<file path="src/core/cef_pkg.sv">
package cef_pkg;
  // Register offsets on the register map
  localparam logic [7:0] CEF_OFS_CHG = 8'h24;
  localparam logic [7:0] CEF_OFS_THERM = 8'h25;
  localparam logic [7:0] CEF_OFS_PROT = 8'h26;
  localparam logic [7:0] CEF_FLAGS_RESET = 8'h00;

  // Bit positions, first charger flag register
  localparam int CEF_B_PORT_DET = 6;
  localparam int CEF_B_CONV_DONE = 5;
  localparam int CEF_B_MIN_SYS = 4;
  localparam int CEF_B_FAST_TMR = 3;
  localparam int CEF_B_TRICKLE_TMR = 2;
  localparam int CEF_B_PRECHG_TMR = 1;
  localparam int CEF_B_TOPOFF_TMR = 0;

  // Bit positions, thermistor flag register
  localparam int CEF_B_COLD = 3;
  localparam int CEF_B_COOL = 2;
  localparam int CEF_B_WARM = 1;
  localparam int CEF_B_HOT = 0;
  localparam logic [7:0] CEF_THERM_USED = 8'h0f;

  // Bit positions, protection flag register
  localparam int CEF_B_BATT_IREG = 7;
  localparam int CEF_B_BUS_OVP = 6;
  localparam int CEF_B_BATT_OVP = 5;
  localparam int CEF_B_BUS_OCP = 4;
  localparam int CEF_B_BATT_OCP = 3;
  localparam int CEF_B_CONV_OCP = 2;
  localparam int CEF_B_IN2_OVP = 1;
  localparam logic [7:0] CEF_PROT_USED = 8'hfe;
  localparam logic [7:0] CEF_CHG_USED = 8'h7f;

  // Index of each source in the synchronised source vector
  localparam int CEF_NSRC = 19;
  localparam int CEF_S_PORT_DET = 0;
  localparam int CEF_S_CONV_DONE = 1;
  localparam int CEF_S_SINGLE = 2;
  localparam int CEF_S_MIN_SYS = 3;
  localparam int CEF_S_FAST = 4;
  localparam int CEF_S_TRICKLE = 5;
  localparam int CEF_S_PRECHG = 6;
  localparam int CEF_S_TOPOFF = 7;
  localparam int CEF_S_COLD = 8;
  localparam int CEF_S_COOL = 9;
  localparam int CEF_S_WARM = 10;
  localparam int CEF_S_HOT = 11;
  localparam int CEF_S_IREG = 12;
  localparam int CEF_S_BUS_OVP = 13;
  localparam int CEF_S_BATT_OVP = 14;
  localparam int CEF_S_BUS_OCP = 15;
  localparam int CEF_S_BATT_OCP = 16;
  localparam int CEF_S_CONV_OCP = 17;
  localparam int CEF_S_IN2_OVP = 18;
endpackage

</file>
<file path="src/core/cef_flags.sv">
// Notes on behaviour
// Flag registers at 0x24, 0x25, 0x26; reset zero
// Bit 6 set when port detection finishes
// Bit 5 conversion done, single mode only
// Bit 4 set entering or leaving minimum-system regulation
// Bit 3 set on fast timer expiry rise
// Bit 2 set on trickle timer expiry rise
// Bit 1 set on precharge timer expiry rise
// Bit 0 set on topoff timer expiry rise
// Thermistor bits 7-4 zero; bit 3 cold crossing
// Thermistor bit 2 set on cool crossing
// Thermistor bit 1 set on warm crossing
// Thermistor bit 0 set on hot crossing
// Protection bit 7 on battery-current regulation change
// Protection bit 3 on discharge over-current entry
// Protection bit 2 on converter over-current entry
// Protection bits 6,5,4,1 on their protection entries
// Reading a register clears it; new events win
module cef_flags (
  input wire logic clk,
  input wire logic rst_n,
  input wire logic port_detect_done,
  input wire logic adc_conv_done,
  input wire logic adc_single_mode,
  input wire logic min_sys_reg_active,
  input wire logic fast_timer_expired,
  input wire logic trickle_timer_expired,
  input wire logic precharge_timer_expired,
  input wire logic topoff_timer_expired,
  input wire logic therm_cold,
  input wire logic therm_cool,
  input wire logic therm_warm,
  input wire logic therm_hot,
  input wire logic batt_current_reg_active,
  input wire logic bus_overvoltage,
  input wire logic batt_overvoltage,
  input wire logic bus_overcurrent,
  input wire logic batt_discharge_overcurrent,
  input wire logic converter_overcurrent,
  input wire logic second_input_overvoltage,
  input wire logic rd_en,
  input wire logic [7:0] rd_addr,
  output logic [7:0] rd_data,
  output logic rd_valid
);

  // Rising edge of a synchronised level
  function automatic logic rose(input logic cur, input logic prev);
    return cur & ~prev;
  endfunction

  // Any change of a synchronised level
  function automatic logic moved(input logic cur, input logic prev);
    return cur ^ prev;
  endfunction

  logic [cef_pkg::CEF_NSRC-1:0] raw;
  logic [cef_pkg::CEF_NSRC-1:0] sync1_ff;
  logic [cef_pkg::CEF_NSRC-1:0] sync2_ff;
  logic [cef_pkg::CEF_NSRC-1:0] prev_ff;
  logic [7:0] chg_flags_ff;
  logic [7:0] therm_flags_ff;
  logic [7:0] prot_flags_ff;
  logic [7:0] nxt_chg_flags;
  logic [7:0] nxt_therm_flags;
  logic [7:0] nxt_prot_flags;
  logic [7:0] chg_set;
  logic [7:0] therm_set;
  logic [7:0] prot_set;
  logic [7:0] rd_data_ff;
  logic rd_valid_ff;
  logic rd_chg;
  logic rd_therm;
  logic rd_prot;

  // Gather analog-side levels into one vector
  assign raw = {second_input_overvoltage, converter_overcurrent, batt_discharge_overcurrent,
                bus_overcurrent, batt_overvoltage, bus_overvoltage, batt_current_reg_active,
                therm_hot, therm_warm, therm_cool, therm_cold, topoff_timer_expired,
                precharge_timer_expired, trickle_timer_expired, fast_timer_expired,
                min_sys_reg_active, adc_single_mode, adc_conv_done, port_detect_done};

  // Two-stage synchroniser; analog side is not on clk
  always_ff @(posedge clk or negedge rst_n) begin
    if (!rst_n) begin
      sync1_ff <= '0;
      sync2_ff <= '0;
    end else begin
      sync1_ff <= raw;
      sync2_ff <= sync1_ff;
    end
  end

  // Previous synchronised value for edge detection
  always_ff @(posedge clk or negedge rst_n) begin
    if (!rst_n) begin
      prev_ff <= '0;
    end else begin
      prev_ff <= sync2_ff;
    end
  end

  // Set terms of the first charger flag register
  always_comb begin
    chg_set = 8'h00;
    chg_set[cef_pkg::CEF_B_PORT_DET] = rose(sync2_ff[cef_pkg::CEF_S_PORT_DET],
                                            prev_ff[cef_pkg::CEF_S_PORT_DET]);
    chg_set[cef_pkg::CEF_B_CONV_DONE] = rose(sync2_ff[cef_pkg::CEF_S_CONV_DONE],
                                             prev_ff[cef_pkg::CEF_S_CONV_DONE])
                                        & sync2_ff[cef_pkg::CEF_S_SINGLE];
    chg_set[cef_pkg::CEF_B_MIN_SYS] = moved(sync2_ff[cef_pkg::CEF_S_MIN_SYS],
                                            prev_ff[cef_pkg::CEF_S_MIN_SYS]);
    chg_set[cef_pkg::CEF_B_FAST_TMR] = rose(sync2_ff[cef_pkg::CEF_S_FAST],
                                            prev_ff[cef_pkg::CEF_S_FAST]);
    chg_set[cef_pkg::CEF_B_TRICKLE_TMR] = rose(sync2_ff[cef_pkg::CEF_S_TRICKLE],
                                               prev_ff[cef_pkg::CEF_S_TRICKLE]);
    chg_set[cef_pkg::CEF_B_PRECHG_TMR] = rose(sync2_ff[cef_pkg::CEF_S_PRECHG],
                                              prev_ff[cef_pkg::CEF_S_PRECHG]);
    chg_set[cef_pkg::CEF_B_TOPOFF_TMR] = rose(sync2_ff[cef_pkg::CEF_S_TOPOFF],
                                              prev_ff[cef_pkg::CEF_S_TOPOFF]);
  end

  // Thermistor crossings count in either direction
  always_comb begin
    therm_set = 8'h00;
    therm_set[cef_pkg::CEF_B_COLD] = moved(sync2_ff[cef_pkg::CEF_S_COLD],
                                           prev_ff[cef_pkg::CEF_S_COLD]);
    therm_set[cef_pkg::CEF_B_COOL] = moved(sync2_ff[cef_pkg::CEF_S_COOL],
                                           prev_ff[cef_pkg::CEF_S_COOL]);
    therm_set[cef_pkg::CEF_B_WARM] = moved(sync2_ff[cef_pkg::CEF_S_WARM],
                                           prev_ff[cef_pkg::CEF_S_WARM]);
    therm_set[cef_pkg::CEF_B_HOT] = moved(sync2_ff[cef_pkg::CEF_S_HOT],
                                          prev_ff[cef_pkg::CEF_S_HOT]);
  end

  // Protection entries, and battery-current regulation on any change; bit 0 belongs to another block and reads zero
  always_comb begin
    prot_set = 8'h00;
    prot_set[cef_pkg::CEF_B_BATT_IREG] = moved(sync2_ff[cef_pkg::CEF_S_IREG],
                                               prev_ff[cef_pkg::CEF_S_IREG]);
    prot_set[cef_pkg::CEF_B_BATT_OCP] = rose(sync2_ff[cef_pkg::CEF_S_BATT_OCP],
                                             prev_ff[cef_pkg::CEF_S_BATT_OCP]);
    prot_set[cef_pkg::CEF_B_CONV_OCP] = rose(sync2_ff[cef_pkg::CEF_S_CONV_OCP],
                                             prev_ff[cef_pkg::CEF_S_CONV_OCP]);
    prot_set[cef_pkg::CEF_B_BUS_OVP] = rose(sync2_ff[cef_pkg::CEF_S_BUS_OVP],
                                            prev_ff[cef_pkg::CEF_S_BUS_OVP]);
    prot_set[cef_pkg::CEF_B_BATT_OVP] = rose(sync2_ff[cef_pkg::CEF_S_BATT_OVP],
                                             prev_ff[cef_pkg::CEF_S_BATT_OVP]);
    prot_set[cef_pkg::CEF_B_BUS_OCP] = rose(sync2_ff[cef_pkg::CEF_S_BUS_OCP],
                                            prev_ff[cef_pkg::CEF_S_BUS_OCP]);
    prot_set[cef_pkg::CEF_B_IN2_OVP] = rose(sync2_ff[cef_pkg::CEF_S_IN2_OVP],
                                            prev_ff[cef_pkg::CEF_S_IN2_OVP]);
  end

  // Address decode of a read
  assign rd_chg = rd_en & (rd_addr == cef_pkg::CEF_OFS_CHG);
  assign rd_therm = rd_en & (rd_addr == cef_pkg::CEF_OFS_THERM);
  assign rd_prot = rd_en & (rd_addr == cef_pkg::CEF_OFS_PROT);

  // Clear on read, but a same-cycle event survives the clear
  always_comb begin
    nxt_chg_flags = (rd_chg ? 8'h00 : chg_flags_ff) | chg_set;
    nxt_therm_flags = (rd_therm ? 8'h00 : therm_flags_ff) | therm_set;
    nxt_prot_flags = (rd_prot ? 8'h00 : prot_flags_ff) | prot_set;
    // Detection restarting means not done any more, even if it just finished
    if (rose(prev_ff[cef_pkg::CEF_S_PORT_DET], sync2_ff[cef_pkg::CEF_S_PORT_DET])) begin
      nxt_chg_flags[cef_pkg::CEF_B_PORT_DET] = 1'b0;
    end
  end

  // Flag storage
  always_ff @(posedge clk or negedge rst_n) begin
    if (!rst_n) begin
      chg_flags_ff <= cef_pkg::CEF_FLAGS_RESET;
      therm_flags_ff <= cef_pkg::CEF_FLAGS_RESET;
      prot_flags_ff <= cef_pkg::CEF_FLAGS_RESET;
    end else begin
      chg_flags_ff <= nxt_chg_flags & cef_pkg::CEF_CHG_USED;
      therm_flags_ff <= nxt_therm_flags & cef_pkg::CEF_THERM_USED;
      prot_flags_ff <= nxt_prot_flags & cef_pkg::CEF_PROT_USED;
    end
  end

  // Read data is captured with the pre-clear value; unmapped reads zero
  always_ff @(posedge clk or negedge rst_n) begin
    if (!rst_n) begin
      rd_data_ff <= 8'h00;
      rd_valid_ff <= 1'b0;
    end else begin
      rd_valid_ff <= rd_en;
      if (rd_chg) begin
        rd_data_ff <= chg_flags_ff;
      end else if (rd_therm) begin
        rd_data_ff <= therm_flags_ff;
      end else if (rd_prot) begin
        rd_data_ff <= prot_flags_ff;
      end else if (rd_en) begin
        rd_data_ff <= 8'h00;
      end
    end
  end

  assign rd_data = rd_data_ff;
  assign rd_valid = rd_valid_ff;
endmodule // cef_flags

</file>
<file path="config.mk">
export PLATFORM = sky130hd
export DESIGN_NAME = cef_flags
export DESIGN_NICKNAME = d
export VERILOG_FILES = /design/src/core/cef_pkg.sv /design/src/core/cef_flags.sv
export SDC_FILE = /design/constraint.sdc
export NUM_CORES = 1
export LEC_CHECK = 0
export CAP_MARGIN = 20
export CORE_MARGIN = 2
export CORE_UTILIZATION = 25
export CTS_CLUSTER_SIZE = 25
export DETAILED_ROUTE_END_ITERATION = 8
export DONT_BUFFER_PORTS = 1
export SLEW_MARGIN = 15
export SYNTH_ARGS = -nofsm -noshare
export SYNTH_HDL_FRONTEND = slang
export SYNTH_SLANG_ARGS = --single-unit
</file>
<file path="constraint.sdc">
create_clock -name clk -period 0.8 [get_ports clk]
set_input_delay 0.16 -clock clk [delete_from_list [all_inputs] [get_ports clk]]
set_output_delay 0.16 -clock clk [all_outputs]
set_load 0.005 [all_outputs]
</file>
==> run_results.csv, run 1 <==
group,metric,value,unit
timing,fin_ws,-0.135,ns
power_and_ir_drop,powerDensity,2120,mW/mm²
yosys,yosys.area.top_type_share,78.9,%
grt,first_global_vias,1505,
timing,worst_clock_skew,0.00797,ns
critical_path,reg2reg_depth,3,
clock_tree,cts_max_level,3,
timing,hold_slack,-0.505,ns
drt,via_per_inst,4.00,
clock_tree,numClockSinks,83,
clock_tree,numCtsBuffers,9,
drt,wire_per_inst,13.6,µm
floorplan,fp.coreArea,0.0103,mm²
timing,min_period,0.935,ns
timing,rsz0062_at_grt,"yes",
flow_run,drv_cap,0,
drt,routed_wl,4790,µm
clock_tree,cts_hold_buf,21,
placed_design,dpl_cell_area,0.00291,mm²
drt,drt_first_pass_iters,4,
drt,num_vias,1408,
yosys,synth-seq-cells,83,
critical_path,crit_start,"rd_data[3]",
critical_path,r2r_start,"therm_flags_ff[2]",
placed_design,dp_hpwl,2970,µm
placed_design,pre_cts_slack,-0.493,ns
yosys,syn_inst,161,
timing,hold_violations,84,
drt,first_iter_violations,78,
floorplan,initial_core_util,25.6,%
grt,globalRouteOverflowTotal,0,
cells_and_area,drive_above_1_share,24.1,%
yosys,netlist_area,0.00263,mm²
critical_path,r2r_end,"rd_data[2]",
drt,drc_errors,0,
yosys,yosysTopAreaCell,"dfrtp_1",
yosys,yosysWarningCount,0,
yosys,netlist_top_cells_area,"dfrtp_1, a22o_2, inv_1",
grt,grt_max_degree,84,
grt,antenna_found_initial,0,
worst_hold_path,hold_path_class,"input pin to asynchronous set/reset pin",
critical_path,crit_type,"flip-flop to primary output",
timing,period_share,117,%
cells_and_area,num_antenna_cells,0,
power_and_ir_drop,power_leakage,1.53,nW
timing,relSlewSlack,78.0,%
yosys,synth.distinct_cells,25,
timing,worst-slew-pin-transition,0.328,ns
critical_path,critPathLaunchType,"flip-flop",
cells_and_area,stdcell_area,0.00341,mm²
cells_and_area,nNetsFinal,243,
critical_path,cp.required,0.64,ns
cells_and_area,area_delta_synth_final,29.5,%
floorplan,die_h,107,µm
drt,ant_nets,0,
clock_tree,root_buffer,"clkbuf_8",
timing,setup_violations,34,
critical_path,cp-end-kind,"primary output",
critical_path,cp_max_fo,2,
outcome,status,"finished with violations",
grt,grt_pass1_wl,7780,µm
clock_tree,clock_path_buffers,2,
placed_design,gp_congestion,0.766,
placed_design,port_buffers,0,
clock_tree,worstSkewPairLatency,0.35,ns
critical_path,reg2reg_setup_slack,-0.11,ns
yosys,avgSynthCellArea,16.4,µm²
timing,slew_viol_final,0,
power_and_ir_drop,irDropWorstVdd,1120,µV
floorplan,ios,39,
outcome,violations,"negative hold slack, negative setup slack",
grt,grt_use_total,9.26,%
yosys,syn-num-nets,191,
critical_path,endpoint,"rd_data[3]",
power_and_ir_drop,finalPower,7.24,mW
floorplan,rows,37,
clock_tree,clkTransAtPathRegs,0.08,ns
critical_path,worst-path-stages,0,
floorplan,die_x,107,µm
timing,fmax,1070,MHz
clock_tree,cts_tree,"yes",
yosys,seq_area_frac_synth,78.9,%
critical_path,cp.arrival,0.77,ns
floorplan,die_area,0.0114,mm²
cells_and_area,final_util,33.2,%
-- state kept, by name, summed over array words and instances, names as in the netlist --
| register | cells |
|---|---|
| chg_flags_ff | 7 |
| prev_ff | 18 |
| prot_flags_ff | 7 |
| rd_data | 8 |
| rd_valid | 1 |
| sync1_ff | 19 |
| sync2_ff | 19 |
| therm_flags_ff | 4 |
-- per-layer routing --
layer  up-vias  GRT usage, %  wire length (µm)
li1        646             -                 -
met1       714          11.5              2130
met2        38          13.6              2220
met3        10          4.13               333
met4         0          4.73               107
met5         -             0                 0
-- cells in the mapped netlist --
cell / count
a21o_1: 5
a21o_2: 1
a22o_1: 4
a22o_2: 6
a2bb2oi_1: 3
a31oi_1: 1
buf_2: 2
clkbuf_1: 1
clkinv_1: 1
dfrtp_1: 83
inv_1: 15
maj3_1: 1
mux2i_1: 5
nand2_1: 6
nand3_1: 1
nand4_1: 4
nand4_2: 1
nor2_1: 1
nor2b_1: 3
nor3b_1: 1
nor4b_4: 1
o211ai_1: 2
o2bb2ai_1: 5
o41ai_1: 2
xor2_1: 6
-- power by group --
group          internal, mW  total (mW)  switching (mW)
logic                 0.166       0.251          0.0847
registers              4.35        4.42          0.0668
clock network          1.18        2.57            1.39
total                  5.69        7.24            1.54
-- worst min path at each step --
| stage | startpoint | end | cells past startpoint |
|---|---|---|---|
| after floorplan | rst_n | chg_flags_ff[0] | 0 |
| after global placement | rst_n | prev_ff[13] | 0 |
| after detailed placement | rst_n | rd_valid | 0 |
| after CTS | rst_n | rd_valid | 0 |
| after global routing | rst_n | prev_ff[17] | 0 |
| final | rst_n | sync2_ff[17] | 0 |
-- layout by cell type (no fill, tap or decap), types with 2 or more instances in the layout --
cell type,Yosys,final
buf_4,0,18
xor2_1,6,6
clkinv_2,0,2
clkbuf_8,0,10
a2bb2oi_1,3,3
nor2b_1,3,3
inv_1,15,15
nand4_1,4,4
buf_6,0,5
o41ai_2,0,2
dlygate4sd3_1,0,21
o2bb2ai_1,5,4
o211ai_1,2,2
nand2_1,6,6
a22o_1,4,4
dfrtp_1,83,83
a22o_4,0,3
a21o_1,5,5
mux2i_1,5,4
a22o_2,6,3
-- cell families (layout without fill, tap and decap cells) --
kind of cell	after synthesis	in the layout	synth area share [%]
muxes	5	5	1.90
xor gates and xnor gates	6	6	2.00
buffers and inverters	19	74	2.80
and+or+nand+nor	18	18	4.51
DFF	83	83	78.9
AOI/OAI and AO/OA	29	29	9.51
adders and majority gates	1	1	0.380
-- stage by stage --
step	cells	TNS [ns]	hold slack, ns
2_1_floorplan	161	-8.21	-0.136
3_3_place_gp	309	-8.66	-0.132
3_5_place_dp	309	-9.79	-0.133
4_1_cts	350	-2.36	-0.530
5_1_grt	352	-3.88	-0.536
6_report	352	-2.83	-0.505
-- repair_timing --
| item | 4_1_cts | 5_1_grt |
|---|---|---|
| buffers inserted | 6 | 2 |
| endpoints found under the hold margin | 105 | 85 |
| resized for setup | 4 | 8 |
| pin swaps | 6 | 5 |
| endpoints found under the setup margin | 29 | 34 |
-- area by class of cell --
| type | count | area [µm²] |
|---|---|---|
| multi-input combinational | 59 | 536 |
| timing repair buffer | 44 | 402 |
| tap | 136 | 170 |
| inverter | 16 | 60.1 |
| sequential | 83 | 2080 |
| clock buffer | 10 | 138 |
| fill | 1034 | 6870 |
| clock inverter | 4 | 26.3 |
Power figures use the tool's default switching activity.
==> run 2: changes to the inputs <==
--- a/config.mk
+++ b/config.mk
@@ -5,6 +5,7 @@
 export SDC_FILE = /design/constraint.sdc
 export NUM_CORES = 1
 export LEC_CHECK = 0
+export ABC_AREA = 1
 export CAP_MARGIN = 20
 export CORE_MARGIN = 2
 export CORE_UTILIZATION = 25
==> run 2 against run 1 <==
Compared with the run above: the flow still finishes with violations (negative hold slack, negative setup slack); via count up 8.1%; setup slack lost 0.078 ns; register-to-register slack is essentially flat; die area rose by 3.7%; total power up 8.2%; critical path depth grew 1; clock power up 23%; global-route usage down 1.1 points; first-iteration DRC count down 32%; utilization decreased by 1.5 points.
==> run_results.csv, run 2 <==
group,metric,value,unit
yosys,synthTopCellsByCount,"dfrtp_1, nand2_1, nand4_1, inv_1, o21ai_1",
critical_path,crit_type,"flip-flop to primary output",
worst_hold_path,hold_path_class,"input pin to asynchronous set/reset pin",
yosys,seq_area_frac_synth,76.0,%
critical_path,cp_max_fo,2,
yosys,synth_edf_count,0,
yosys,yosys.area.top_type_share,76.0,%
yosys,synthFlopType,"dfrtp_1",
placed_design,port_buffers,0,
timing,period_share,127,%
critical_path,crit_path_cell_trace,"buf_6",
grt,globalRouteOverflowTotal,0,
cells_and_area,num_antenna_cells,0,
cells_and_area,final-seq-area,0.00208,mm²
power_and_ir_drop,irDropWorstVdd,703,µV
critical_path,cp-end-kind,"primary output",
drt,drt_first_pass_iters,4,
critical_path,cp.arrival,0.85,ns
placed_design,placed_cells,344,
grt,first_global_vias,1628,
floorplan,rows,38,
critical_path,reg2reg_setup_slack,-0.10,ns
yosys,synth-simple-area-share,14.2,%
yosys,netlist_area,0.00273,mm²
yosys,synth_top_family_by_area,"simple AND/OR/NAND/NOR gates",
timing,setup_violations,10,
timing,relSlewSlack,83.2,%
critical_path,crit_path_max_incr_delay,0.40,ns
power_and_ir_drop,power_leakage,1.52,nW
timing,slew_viol_final,0,
timing,hold_violations,83,
yosys,synth-compound-area-share,3.34,%
floorplan,die_area,0.0118,mm²
cells_and_area,layout_commonest_cell,"dfrtp_1",
clock_tree,numClockSinks,83,
timing,fmax,987,MHz
cells_and_area,drive_above_1_share,18.3,%
floorplan,initial_core_util,25.4,%
clock_tree,clkTransAtPathRegs,0.08,ns
critical_path,path_delay_family,"flip-flops",
clock_tree,root_buffer,"clkbuf_8",
floorplan,die_h,109,µm
yosys,netlist_top_cells_area,"dfrtp_1, nand4_1, nand2_1",
yosys,synth.distinct_cells,21,
drt,ant_nets,0,
drt,routed_wl,4240,µm
cells_and_area,final_util,31.7,%
placed_design,gp_congestion,0.850,
clock_tree,worstSkewPairLatency,0.34,ns
clock_tree,clock_path_buffers,2,
flow_run,drv_cap,0,
cells_and_area,layout_common_cells,"dfrtp_1, nand2_1, nand4_1, dlygate4sd3_1, o21ai_1",
drt,via_per_inst,3.99,
grt,antenna_found_initial,0,
floorplan,ios,39,
cells_and_area,top_regs,"sync1_ff (19), sync2_ff (19), prev_ff (18)",
drt,drc_errors,0,
timing,worst-slew-pin-transition,0.252,ns
timing,rsz0062_at_grt,"yes",
drt,num_vias,1522,
critical_path,crit_start,"rd_data[3]",
timing,hold_slack,-0.483,ns
timing,fin_ws,-0.213,ns
cells_and_area,multi_input_area,556,µm²
critical_path,r2r_start,"rd_data[3]",
outcome,violations,"negative hold slack, negative setup slack",
critical_path,path_buf_inv,1,
clock_tree,numCtsBuffers,9,
yosys,synth.area.mux_share,0,%
yosys,syn_inst,201,
drt,wire_per_inst,11.1,µm
yosys,synth_fa_ha_area_share,0,%
grt,grt_max_degree,84,
critical_path,endpoint,"rd_data[3]",
critical_path,cp_slowest_cell,"dfrtp_1",
floorplan,fp.coreArea,0.0107,mm²
placed_design,dp_hpwl,2950,µm
yosys,yosysMostFrequentCell,"dfrtp_1",
power_and_ir_drop,powerDensity,2300,mW/mm²
critical_path,reg2reg_depth,4,
timing,min_period,1.01,ns
cells_and_area,instances_no_fill,381,
yosys,yosysTopAreaCell,"dfrtp_1",
yosys,synth-xor-area-share,1.92,%
grt,grt_pass1_wl,7300,µm
cells_and_area,area_delta_synth_final,24.6,%
timing,worst_clock_skew,0.00726,ns
clock_tree,cts_tree,"yes",
yosys,syn-num-nets,231,
yosys,synth-seq-cells,83,
critical_path,r2r_end,"rd_data[3]",
critical_path,critPathLaunchType,"flip-flop",
critical_path,worst-path-stages,1,
yosys,yosysWarningCount,0,
cells_and_area,num-fill-cells,1098,
outcome,status,"finished with violations",
yosys,avgSynthCellArea,13.6,µm²
clock_tree,cts_max_level,3,
yosys,synthArstFlopShare,100,%
grt,grt_use_total,8.17,%
floorplan,die_x,109,µm
drt,first_iter_violations,53,
critical_path,cp.required,0.64,ns
cells_and_area,nNetsFinal,267,
run 2: worst min path at each step:
stage,startpoint,to,depth (start not counted)
after floorplan,rst_n,chg_flags_ff[0],0
after global placement,rst_n,sync1_ff[9],0
after detailed placement,rst_n,sync1_ff[9],0
after CTS,rst_n,sync2_ff[13],0
after global routing,rst_n,sync2_ff[13],0
final,rst_n,sync1_ff[10],0
run 2: kinds of logic (layout without fill, tap and decap cells):
| group | Yosys count | count (layout) |
|---|---|---|
| flip-flops | 83 | 83 |
| AND/OR/NAND/NOR | 70 | 70 |
| buffers and inverters | 24 | 64 |
| AO/OA/AOI/OAI | 18 | 18 |
| XOR/XNOR | 6 | 6 |
run 2: per-layer routing:
layer | vias up | GRT usage (%) | part of all wire, %
li1 | 732 | - | -
met4 | 0 | 6.87 | 2.9
met3 | 10 | 2.89 | 7.3
met1 | 728 | 10.1 | 46
met2 | 52 | 11.3 | 43
met5 | - | 0 | 0
run 2: final cells by class:
cell class                 instances  area share [%]
timing repair buffer              29            8.45
tap                              140            5.14
clock inverter                     6            2.64
sequential                        83            61.0
inverter                          20            2.86
clock buffer                       9            3.64
multi-input combinational         94            16.3
run 2: what timing repair did:
| item | CTS | global route |
|---|---|---|
| hold buffers | 19 | 1 |
| hold endpoints to repair | 110 | 88 |
| endpoints found under the setup margin | 9 | 11 |
| buffers inserted | 1 | 1 |
| pin swaps | 1 | 0 |
| gates resized for setup | 1 | 3 |
run 2: stage by stage:
stage	setup slack [ns]	TNS, ns	cell area, µm²	power, mW
2_1_floorplan	-0.0743	-0.864	2780	4.64
3_3_place_gp	-0.101	-1.71	2970	4.67
3_5_place_dp	-0.103	-1.78	2970	4.67
4_1_cts	-0.252	-1.31	3380	7.96
5_1_grt	-0.265	-1.57	3410	8.20
6_report	-0.213	-1.13	3410	7.83
run 2: power breakdown:
group / switching (mW) / internal (mW) / total, mW
clock: 1.41 / 1.75 / 3.17
combinational: 0.110 / 0.145 / 0.256
sequential: 0.0621 / 4.35 / 4.41
==> run 3: changes to the inputs <==
--- a/config.mk
+++ b/config.mk
@@ -12,6 +12,7 @@
 export CTS_CLUSTER_SIZE = 25
 export DETAILED_ROUTE_END_ITERATION = 8
 export DONT_BUFFER_PORTS = 1
+export HOLD_SLACK_MARGIN = 0.02
 export SLEW_MARGIN = 15
 export SYNTH_ARGS = -nofsm -noshare
 export SYNTH_HDL_FRONTEND = slang
==> run 3 against run 2 <==
Compared with the run above: the flow still finishes with violations (negative hold slack, negative setup slack); via count fell by 1.2%; clock power barely moved; global-route usage did not move; setup slack barely moved; wire length fell by 1.1%; design area fell by 0.29%; flip-flop and latch count did not move; combinational power fell by 3%; maximum frequency barely moved; cell count fell by 0.26%; critical path depth did not move; critical path type unchanged; largest power group unchanged; highest routed layer unchanged.
==> run_results.csv, run 3 (synthesis gave the netlist of run 2 again) <==
group,metric,value,unit
worst_hold_path,hold_path_class,"input pin to asynchronous set/reset pin",
timing,setup_violations,10,
timing,fin_ws,-0.213,ns
critical_path,reg2reg_depth,4,
power_and_ir_drop,irDropWorstVdd,703,µV
timing,worst-slew-pin-transition,0.245,ns
critical_path,critPathLaunchType,"flip-flop",
cells_and_area,top_regs,"sync1_ff (19), sync2_ff (19), prev_ff (18)",
timing,worst_clock_skew,0.00694,ns
power_and_ir_drop,comb_power_share,3.2,%
critical_path,worst-path-stages,1,
power_and_ir_drop,seqPwrFrac,56.4,%
timing,fmax,987,MHz
cells_and_area,instances_no_fill,380,
grt,antenna_found_initial,0,
clock_tree,cts_hold_buf,19,
cells_and_area,layout_commonest_cell,"dfrtp_1",
critical_path,path_delay_family,"flip-flops",
placed_design,port_buffers,0,
drt,first_iter_violations,55,
clock_tree,root_buffer,"clkbuf_8",
placed_design,dpl_cell_area,0.00297,mm²
cells_and_area,stdcell_area,0.00340,mm²
clock_tree,numCtsBuffers,9,
clock_tree,cts_max_level,3,
drt,wire_per_inst,11.0,µm
outcome,violations,"negative hold slack, negative setup slack",
floorplan,fp.coreArea,0.0107,mm²
grt,first_global_vias,1629,
timing,period_share,127,%
critical_path,cp.arrival,0.85,ns
floorplan,initial_core_util,25.4,%
critical_path,cp.required,0.64,ns
clock_tree,cts_tree,"yes",
drt,via_per_inst,3.96,
timing,relSlewSlack,83.6,%
clock_tree,worstSkewPairLatency,0.33,ns
clock_tree,clock_path_buffers,2,
floorplan,rows,38,
power_and_ir_drop,powerDensity,2300,mW/mm²
critical_path,cp-end-kind,"primary output",
grt,use_met3,2.89,%
critical_path,crit_type,"flip-flop to primary output",
power_and_ir_drop,swShare,20.2,%
drt,num_vias,1503,
floorplan,die_x,109,µm
grt,grt_use_total,8.17,%
cells_and_area,layout_common_cells,"dfrtp_1, nand2_1, nand4_1",
clock_tree,numClockSinks,83,
power_and_ir_drop,switchingPower,1.58,mW
drt,drt_first_pass_iters,4,
cells_and_area,drive_above_1_share,18.3,%
timing,slew_viol_final,0,
critical_path,crit_path_max_incr_delay,0.40,ns
floorplan,ios,39,
critical_path,cp_max_fo,2,
timing,min_period,1.01,ns
critical_path,crit_path_cell_trace,"buf_6",
critical_path,cp_slowest_cell,"dfrtp_1",
floorplan,die_area,0.0118,mm²
drt,ant_nets,0,
placed_design,dp_hpwl,2950,µm
outcome,status,"finished with violations",
grt,globalRouteOverflowTotal,0,
grt,grt.busiest_layer,"met2",
grt,grt_util_met1,10.1,%
timing,hold_violations,87,
critical_path,path_buf_inv,1,
floorplan,die_h,109,µm
clock_tree,clkTransAtPathRegs,0.08,ns
placed_design,gp_congestion,0.850,
cells_and_area,area_delta_synth_final,24.3,%
grt,grt_pass1_wl,7300,µm
cells_and_area,nNetsFinal,266,
power_and_ir_drop,p_clk_share,40.4,%
drt,drc_errors,0,
power_and_ir_drop,p_int,6.24,mW
cells_and_area,num_antenna_cells,0,
power_and_ir_drop,power_leakage,1.52,nW
drt,routed_wl,4200,µm
placed_design,placed_cells,344,
timing,hold_slack,-0.483,ns
timing,rsz0062_at_grt,"yes",
grt,grt_max_degree,84,
flow_run,drv_cap,0,
grt,use_met2,11.3,%
==> run 3: changes by cell type in the layout (fill, tap and decap cells not counted) <==
cell,before,now
dlygate4sd3_1,20,19
==> run 3: cell type report <==
| class | count | area, µm² |
|---|---|---|
| repair buffers | 28 | 278 |
| well taps | 140 | 175 |
| flip-flops and latches | 83 | 2080 |
| inverters | 20 | 97.6 |
| clock buffers | 9 | 124 |
| clock inverters | 6 | 90.1 |
| multi-input cells | 94 | 556 |
| fillers | 1099 | 7350 |
==> run 3: through the flow <==
stage	power (mW)	TNS (ns)	worst slack [ns]	util, %
finish	7.82	-1.12	-0.213	31.6
global route	8.19	-1.57	-0.265	31.6
CTS	7.96	-1.31	-0.252	31.5
detailed placement	4.67	-1.78	-0.103	27.6
global placement	4.67	-1.71	-0.101	27.6
floorplan	4.64	-0.864	-0.0743	-
==> run 3: power by group through the flow <==
stage | Clock [mW] | Sequential [mW] | Combinational, mW
floorplan | 0 | 4.48 | 0.160
global placement | 0 | 4.50 | 0.168
detailed placement | 0 | 4.50 | 0.171
CTS | 3.29 | 4.42 | 0.248
global route | 3.48 | 4.43 | 0.274
finish | 3.16 | 4.41 | 0.248
==> run 3: repair_timing <==
item | 4_1_cts | 5_1_grt
pin swaps | 1 | 0
endpoints found under the setup margin | 9 | 11
resized for setup | 1 | 3
buffers inserted | 1 | 1
hold endpoints to repair | 111 | 90
==> run 3: worst paths after layout <==
check | end | slack, ns | start
hold reg to reg | sync2_ff[13] | 0.35 | sync1_ff[13]
setup reg to reg | rd_data[3] | -0.10 | rd_data[3]
max in group asynchronous | prev_ff[14] | 1.16 | rst_n
hold / removal | sync1_ff[10] | -0.48 | rst_n
min in group clk | rd_valid | -0.15 | rd_en
setup / recovery | rd_data[3] | -0.21 | rd_data[3]
==> run 3: per-layer routing <==
metal | wire length (µm) | part of all wire [%]
met5 | 0 | 0
met4 | 125 | 3.0
met3 | 292 | 7.0
met2 | 1850 | 44
met1 | 1940 | 46
